[config.mk]
export PLATFORM = sky130hd
export DESIGN_NAME = event_mask_unit
export DESIGN_NICKNAME = d
export VERILOG_FILES = /design/src/hw/event_mask_unit.v
export VERILOG_INCLUDE_DIRS = /design/src /design/src/hw
export SDC_FILE = /design/constraint.sdc
export NUM_CORES = 1
export LEC_CHECK = 0
export BUFFER_PORTS_ARGS = -buffer_cell sky130_fd_sc_hd__buf_4
export CORE_MARGIN = 2
export CORE_UTILIZATION = 56
export DETAILED_ROUTE_END_ITERATION = 16
export PLACE_DENSITY_LB_ADDON = 0.25
export SYNTH_ARGS = -nofsm -noshare
export SYNTH_HDL_FRONTEND = slang
export SYNTH_SLANG_ARGS = --single-unit
[constraint.sdc]
create_clock -name clock -period 5.2 [get_ports clock]
set_input_delay 0 -clock clock [delete_from_list [all_inputs] [get_ports clock]]
set_output_delay 0 -clock clock [all_outputs]
set_load 0.02 [all_outputs]
[src/hw/event_mask_map.vh]
// Register indices, reset values and event code constants for event masking
`ifndef EVENT_MASK_MAP_VH
`define EVENT_MASK_MAP_VH
// Register indices on the host port
`define REG_SYS 2'h0
`define REG_THERM 2'h1
`define REG_OVC 2'h2
`define REG_EARTH 2'h3
// Reset values of the masks
`define RST_SYS 6'h01
`define RST_THERM 14'h1054
`define RST_OVC 12'h555
`define RST_EARTH 12'h155
// Event code bases
`define CODE_SYS_FIXED 6'h01
`define CODE_SYS_MASK 6'h1f
`define CODE_THERM 6'h01
`define CODE_OVC 6'h0f
`define CODE_EARTH 6'h1b
`define CODE_RESTART 6'h32
`define CODE_OVERFLOW 6'h33
// Restart inhibit pair within the thermal group
`define BIT_RI_SET 4'hc
`define BIT_RI_CLR 4'hd
// Buffer
`define BUF_DEPTH 7'h64
`define READ_BATCH 3'h5
`endif

[src/hw/event_mask_unit.v]
// Event code generation, masking and event buffer for the protection relay
`timescale 1ns/1ps
`default_nettype none
// Summary of operation
// - Channel 0 E1 to E7 always reported
// - Thermal level write via link emits E7
// - Channel 0 E31 to E36 maskable by weight
// - System mask resets to 1
// - Channel 1 E1 to E14 weights 1..8192
// - Thermal mask resets to 4180
// - Restart inhibit from three sources raises E13
// - Start-stage events suppressed during motor start-up
// - Channel 1 E15 to E26 weights 1..2048
// - Overcurrent mask resets to 1365
// - Channel 1 E27 to E38 weights 1..2048
// - Earth and unbalance mask resets to 341
// - Maskable event stored only when bit set
// - Restart and overflow kept until clear command
// - Buffer holds 100, read five at a time
`include "event_mask_map.vh"
module event_mask_unit (
  // Clock and reset
  input wire clock,
  input wire nrst,
  // Event sources, one-cycle pulses; the inhibit and motor_starting inputs are levels
  input wire [5:0] sys_fixed_ev,
  input wire thermal_level_written,
  input wire [5:0] sys_mask_ev,
  input wire [11:0] therm_ev,
  input wire thermal_inhibit_over,
  input wire start_counter_full,
  input wire ext_inhibit,
  input wire [11:0] ovc_ev,
  input wire [11:0] earth_ev,
  input wire motor_starting,
  input wire relay_restarted,
  // Mask register port
  input wire reg_wr,
  input wire [1:0] reg_addr,
  input wire [13:0] reg_wdata,
  output reg [13:0] reg_rdata,
  // Host read commands
  input wire read_batch,
  input wire reread_batch,
  input wire clear_sticky,
  // Event output
  output reg ev_valid,
  output reg [1:0] ev_channel,
  output reg [5:0] ev_code,
  output reg [6:0] ev_count,
  output reg restart_flag,
  output reg overflow_flag
);

  // Reset release through two flops
  reg rst_s1_r;
  reg rst_s2_r;
  always @(posedge clock or negedge nrst) begin
    if (!nrst) begin
      rst_s1_r <= 1'b0;
      rst_s2_r <= 1'b0;
    end else begin
      rst_s1_r <= 1'b1;
      rst_s2_r <= rst_s1_r;
    end
  end
  wire rst_n = rst_s2_r;

  // Masks
  reg [5:0] sys_en_r;
  reg [13:0] therm_en_r;
  reg [11:0] ovc_en_r;
  reg [11:0] earth_en_r;
  always @(posedge clock or negedge rst_n) begin
    if (!rst_n) begin
      sys_en_r <= `RST_SYS;
      therm_en_r <= `RST_THERM;
      ovc_en_r <= `RST_OVC;
      earth_en_r <= `RST_EARTH;
    end else if (reg_wr) begin
      case (reg_addr)
        `REG_SYS: sys_en_r <= reg_wdata[5:0];
        `REG_THERM: therm_en_r <= reg_wdata;
        `REG_OVC: ovc_en_r <= reg_wdata[11:0];
        `REG_EARTH: earth_en_r <= reg_wdata[11:0];
        default: sys_en_r <= sys_en_r;
      endcase
    end
  end

  // Register readback
  always @(posedge clock or negedge rst_n) begin
    if (!rst_n) begin
      reg_rdata <= 14'h0000;
    end else begin
      case (reg_addr)
        `REG_SYS: reg_rdata <= {8'h00, sys_en_r};
        `REG_THERM: reg_rdata <= therm_en_r;
        `REG_OVC: reg_rdata <= {2'h0, ovc_en_r};
        default: reg_rdata <= {2'h0, earth_en_r};
      endcase
    end
  end

  // Restart inhibit level and its edges
  reg inhibit_r;
  wire inhibit_now = thermal_inhibit_over | start_counter_full | ext_inhibit;
  always @(posedge clock or negedge rst_n) begin
    if (!rst_n) begin
      inhibit_r <= 1'b0;
    end else begin
      inhibit_r <= inhibit_now;
    end
  end

  // Start-stage bits: thermal 2,3; ovc 0,1,4,5,8,9; earth 0,1,4,5
  // Suppression lasts as long as the start-up level stands
  wire [13:0] therm_raw = {~inhibit_now & inhibit_r, inhibit_now & ~inhibit_r, therm_ev};
  wire [13:0] therm_sup = motor_starting ? 14'h000c : 14'h0000;
  wire [11:0] ovc_sup = motor_starting ? 12'h333 : 12'h000;
  wire [11:0] earth_sup = motor_starting ? 12'h033 : 12'h000;

  // Masked requests per group; suppression only touches start-stage bits
  // A mask write takes effect from the next clock, never on queued events
  wire [6:0] fixed_req = {thermal_level_written, sys_fixed_ev};
  wire [5:0] sys_req = sys_mask_ev & sys_en_r;
  wire [13:0] therm_req = therm_raw & therm_en_r & ~therm_sup;
  wire [11:0] ovc_req = ovc_ev & ovc_en_r & ~ovc_sup;
  wire [11:0] earth_req = earth_ev & earth_en_r & ~earth_sup;
  // Packed vector: 0..6 fixed, 7..12 sys, 13..26 therm, 27..38 ovc, 39..50 earth
  wire [50:0] req = {earth_req, ovc_req, therm_req, sys_req, fixed_req};

  // Pending latches: events arriving together are queued, clear of the picked bit wins
  reg [50:0] pend_r;
  wire [50:0] all_pend = pend_r | req;
  reg [5:0] pick;
  reg found;
  integer i;
  always @* begin
    pick = 6'h00;
    found = 1'b0;
    for (i = 50; i >= 0; i = i - 1) begin
      if (all_pend[i]) begin
        pick = i[5:0];
        found = 1'b1;
      end
    end
  end

  // Map vector index to channel and code
  function [7:0] map_code;
    input [5:0] idx;
    begin
      if (idx < 6'd7)
        map_code = {2'h0, idx + `CODE_SYS_FIXED};
      else if (idx < 6'd13)
        map_code = {2'h0, idx - 6'd7 + `CODE_SYS_MASK};
      else if (idx < 6'd27)
        map_code = {2'h1, idx - 6'd13 + `CODE_THERM};
      else if (idx < 6'd39)
        map_code = {2'h1, idx - 6'd27 + `CODE_OVC};
      else
        map_code = {2'h1, idx - 6'd39 + `CODE_EARTH};
    end
  endfunction

  // Event buffer, circular, with read and reread pointers
  reg [7:0] mem [0:127];
  reg [6:0] wp_r;
  reg [6:0] rp_r;
  reg [6:0] cnt_r;
  reg [6:0] last_rp_r;
  reg [2:0] out_left_r;
  reg [6:0] out_ptr_r;
  wire full = (cnt_r == `BUF_DEPTH);
  wire store = found & ~full;
  wire [7:0] code_w = map_code(pick);

  function [6:0] wrap;
    input [6:0] p;
    begin
      wrap = (p == `BUF_DEPTH - 7'h01) ? 7'h00 : p + 7'h01;
    end
  endfunction

  // Clear the serviced request; a new event on any other bit keeps its bit set
  // With the buffer full the picked event is dropped, not held, so a
  // burst during overflow cannot replay itself once the host reads
  always @(posedge clock or negedge rst_n) begin
    if (!rst_n) begin
      pend_r <= 51'h0;
    end else begin
      pend_r <= all_pend & ~((found ? 51'h1 : 51'h0) << pick);
    end
  end

  always @(posedge clock) begin
    if (store)
      mem[wp_r] <= code_w;
  end

  // Batch readout control; commands arriving mid-batch are ignored
  // The fill level drops at the start of a batch so new events can use the space
  reg [2:0] last_len_r;
  wire busy = (out_left_r != 3'h0);
  wire start_rd = (read_batch | reread_batch) & ~busy;
  wire take_new = start_rd & read_batch; // Plain read wins over reread
  wire take_old = start_rd & ~read_batch;
  wire [6:0] rd_cnt = (cnt_r > {4'h0, `READ_BATCH}) ? {4'h0, `READ_BATCH} : cnt_r;
  // Read pointer advance with wrap at the buffer depth
  wire [6:0] rp_sum = rp_r + rd_cnt;
  wire [6:0] rp_adv = (rp_sum >= `BUF_DEPTH) ? rp_sum - `BUF_DEPTH : rp_sum;

  // Write pointer follows every stored event
  always @(posedge clock or negedge rst_n) begin
    if (!rst_n) begin
      wp_r <= 7'h00;
    end else if (store) begin
      wp_r <= wrap(wp_r);
    end
  end

  // Read pointer and the batch kept for a reread
  // A reread after the buffer wraps may show newer events; the host
  // is expected to reread soon after a failed read
  always @(posedge clock or negedge rst_n) begin
    if (!rst_n) begin
      rp_r <= 7'h00;
      last_rp_r <= 7'h00;
      last_len_r <= 3'h0;
    end else if (take_new) begin
      rp_r <= rp_adv;
      last_rp_r <= rp_r;
      last_len_r <= rd_cnt[2:0];
    end
  end

  // Fill level: one in per stored event, a whole batch out per plain read
  // Never passes the depth, since nothing is stored while full
  always @(posedge clock or negedge rst_n) begin
    if (!rst_n) begin
      cnt_r <= 7'h00;
    end else if (take_new) begin
      cnt_r <= cnt_r - rd_cnt + {6'h00, store};
    end else begin
      cnt_r <= cnt_r + {6'h00, store};
    end
  end

  // Output sequencer, one event per clock, oldest first
  // ev_valid stands one cycle per event, up to five in a row
  // Reread replays the previous batch from where it began
  always @(posedge clock or negedge rst_n) begin
    if (!rst_n) begin
      out_left_r <= 3'h0;
      out_ptr_r <= 7'h00;
      ev_valid <= 1'b0;
      ev_channel <= 2'h0;
      ev_code <= 6'h00;
      ev_count <= 7'h00;
    end else begin
      ev_count <= cnt_r;
      ev_valid <= busy;
      if (take_new) begin
        out_ptr_r <= rp_r;
        out_left_r <= rd_cnt[2:0];
      end else if (take_old) begin
        out_ptr_r <= last_rp_r;
        out_left_r <= last_len_r;
      end else if (busy) begin
        out_ptr_r <= wrap(out_ptr_r);
        out_left_r <= out_left_r - 3'h1;
      end
      if (busy) begin
        ev_channel <= mem[out_ptr_r][7:6];
        ev_code <= mem[out_ptr_r][5:0];
      end
    end
  end

  // Restart flag; only the clear command resets it, and set wins
  // The restart itself is a flag, not a buffered entry
  always @(posedge clock or negedge rst_n) begin
    if (!rst_n) begin
      restart_flag <= 1'b0;
    end else begin
      restart_flag <= relay_restarted | (restart_flag & ~clear_sticky);
    end
  end

  // Overflow flag: an event found with the buffer full is dropped
  // Dropping keeps the oldest events, which the host has not seen yet
  always @(posedge clock or negedge rst_n) begin
    if (!rst_n) begin
      overflow_flag <= 1'b0;
    end else begin
      overflow_flag <= (found & full) | (overflow_flag & ~clear_sticky);
    end
  end

endmodule
`default_nettype wire

==> run_results.csv <==
group,metric,value,unit
outcome,status,"finished, final reports clean",
cells_and_area,stdcell_area,50200,um^2
timing,skew,0.0238,ns
placed_design,routabilityCongestion,0.899,
yosys,synthArstFlopShare,0.159,
drt,ant_nets,0,
power,cellPowerDensity,489,nW/um^2
cells_and_area,final_core_utilization,0.659,
hold_path,min_path_cells,5,
placed_design,dpl.hpwl,63100,um
cts,cts_tree,"built",
timing,rsz0062_at_grt,"no",
timing,max_freq,0.202,GHz
cts,cts.clk_slew.worst_paths,0.07,ns
setup_path,path_depth,14,
cts,numCtsBuffers,105,
setup_path,path_delay_family,"compound AO/OA/AOI/OAI gates",
timing,setup_viol,0,
yosys,synth.yosys.seq_area_share,0.720,
cts,ctsHtreeMaxLevel,3,
yosys,yosys_warnings,0,
cts,cts_setup_buffers,0,
cts,cts.sinks,1066,
setup_path,reg2regPathDepth,14,
setup_path,crit_type,"flip-flop to flip-flop",
timing,final-hold-violation-count,0,
yosys,synth_top_flop_cell,"edfxtp_1",
setup_path,endpoint_kind,"flip-flop",
setup_path,path_buf_inv,4,
floorplanning,rows,101,
setup_path,crit_chain,"and3b_1 -> dlygate4sd3_1 -> nor2_1 -> a31o_2 -> a2111oi_0 -> o32ai_1 -> o21a_2 -> inv_1 -> ha_1 -> inv_1 -> a21oi_1 -> mux2_2 -> o21ai_4 -> buf_12",
timing,min_period,4.95,ns
power,power,24.5,mW
grt,grt_pass1_vias,23905,
floorplanning,num_io_pins,108,
yosys,synth-edff-count,896,
power,p_leak,17.3,nW
timing,drv_slew,0,
floorplanning,die_y,282,um
yosys,syn_area_per_cell,18.7,um^2
cts,ctsResizeCount,0,
cells_and_area,diodes,0,
setup_path,path_max_fanout,48,
floorplanning,die_area,79600,um^2
timing,worstMarginPinSlew,1.34,ns
floorplanning,die_width,282,um
power,ir_worst_vdd,0.374,mV
drt,first_pass_iters,5,
drt,wl_per_cell,27.2,um
grt,grt-ovfl-total,0,
setup_path,cp_slowest_cell,"o21ai_4",
grt,antenna_found_initial,3,
setup_path,slowest_delay,0.65,ns
cts,clk_latency,0.67,ns
timing,slew-limit-headroom,0.105,
placed_design,io_buffers,106,
cells_and_area,final_cell_count_no_fill,3690,
setup_path,crit_required,5.68,ns
drt,vias,23275,
setup_path,start_kind,"flip-flop",
floorplanning,core_area,76200,um^2
drt,via_per_inst,6.31,
hold_path,hold_path_class,"input port to flip-flop",
cells_and_area,num-nets-final,2677,
yosys,synth_cell_types,80,
timing,finalCritPeriodShare,0.951,
cts,cts-root-buf,"clkbuf_16",
grt,grt_pass1_wl,150000,um
floorplanning,initial_utilization,0.568,
drt,dr.first_iter.drc_count,2865,
yosys,netlist_area,43300,um^2
setup_path,cp_common_cell,"inv_1",
yosys,syn_inst,2319,
cells_and_area,layout-drive-gt1-share,0.273,
grt,grtUsageTotal,0.258,
cts,clk_path_buf_depth,3,
placed_design,placed_cells,3406,
cells_and_area,area_growth,15.9,%
setup_path,crit_arrival,5.42,ns
grt,grt_max_degree,136,
placed_design,place_area,45700,um^2
timing,final.setup.tns,0,ns
yosys,ys_ff_latch,1066,
drt,wl,101000,um
job,drv_cap,0,
drt,route.detailed.drc,0,
tightest hold or removal path: stages:
cell and delay, ns:
buf_4 0.08, nor4_1 0.04, buf_4 0.15, o21a_2 0.23, a31oi_1 0.16
sequential cells by signal (all words and copies together) (netlist names), 7 cells and up:
name,count
wp_r,7
earth_en_r,12
rp_r,7
ev_count,7
reg_rdata,14
pend_r,51
last_rp_r,7
cnt_r,7
out_ptr_r,7
ovc_en_r,12
therm_en_r,14
mem,896
what timing repair did:
item | in CTS | in global routing
setup endpoints to repair | 0 | 108
hold buffers | 87 | 0
endpoints found under the hold margin | 121 | 0
synth_stat cells, types with 25 or more instances:
| library cell | n | share of area |
|---|---|---|
| clkbuf_1 | 71 | 0.0062 |
| nand2_1 | 101 | 0.0088 |
| mux2_2 | 52 | 0.014 |
| ha_1 | 28 | 0.0081 |
| inv_1 | 42 | 0.0036 |
| nor2_1 | 187 | 0.016 |
| a22oi_1 | 34 | 0.0059 |
| o21ai_0 | 39 | 0.0045 |
| dfrtp_1 | 154 | 0.089 |
| buf_2 | 27 | 0.0031 |
| edfxtp_1 | 896 | 0.62 |
| nand3_1 | 25 | 0.0029 |
| a21oi_1 | 89 | 0.010 |
| mux4_2 | 286 | 0.15 |
kinds of logic after synthesis:
logic type,synth area share
flops,0.720
simple gates,0.0463
mux,0.164
compound gates,0.0415
buf+inv,0.0157
fa+ha+maj,0.00901
xor+xnor,0.00384
other cells,0.000173
where the power goes:
part           total, mW  internal [mW]  switching (mW)
clock               7.80           4.57            3.22
sequential          10.4           9.73           0.636
combinational       6.38           3.00            3.38
total               24.5           17.3            7.24
through the flow:
step	hold slack, ns	setup slack (ns)
3_5_place_dp	-0.215	0.447
5_1_grt	0.0762	0.0111
4_1_cts	0.0201	0.155
6_report	0.0534	0.254
3_3_place_gp	-0.218	0.583
2_1_floorplan	-0.296	-1.54
path summary, 6_finish.rpt:
kind	slack, ns	end	from
min	0.05	pend_r[27]	sys_fixed_ev[1]
max	0.25	mem[11][3]	earth_en_r[5]
max reg2reg	0.25	mem[11][3]	earth_en_r[5]
max in group asynchronous	3.80	ev_code[1]	rst_n
min reg2reg	0.29	overflow_flag	rst_n
min in group asynchronous	0.25	rst_n	nrst
placed cells by master, fill, tap and decap left out, drive strengths merged, types with 14 or more instances in the layout:
master / count
buf: 169
dfstp: 16
clkinv: 38
a21oi: 89
a22oi: 34
o21ai: 43
clkbuf: 122
edfxtp: 896
inv: 50
nand3: 25
bufinv: 16
nor2: 187
dfrtp: 154
mux4: 286
a31oi: 21
ha: 28
nand4: 14
dlygate4sd3: 87
nand2: 101
mux2: 53
area by class of cell:
type,instances,area (um^2)
clock inverter,74,846
clock buffer,122,2730
inverter,43,161
multi-input combinational,1099,11600
sequential,1066,31200
fill,5014,26000
timing repair buffer,256,2400
tap,1030,1290
routing by layer:
layer	vias to the layer above	wire length, um	global-route usage	part of all wire
met5	-	27	0	0.00027
met3	185	8320	0.0541	0.083
met4	4	2690	0.0719	0.027
li1	9857	-	-	-
met1	12128	40400	0.363	0.40
met2	1101	49100	0.416	0.49
Power figures use the tool's default switching activity.
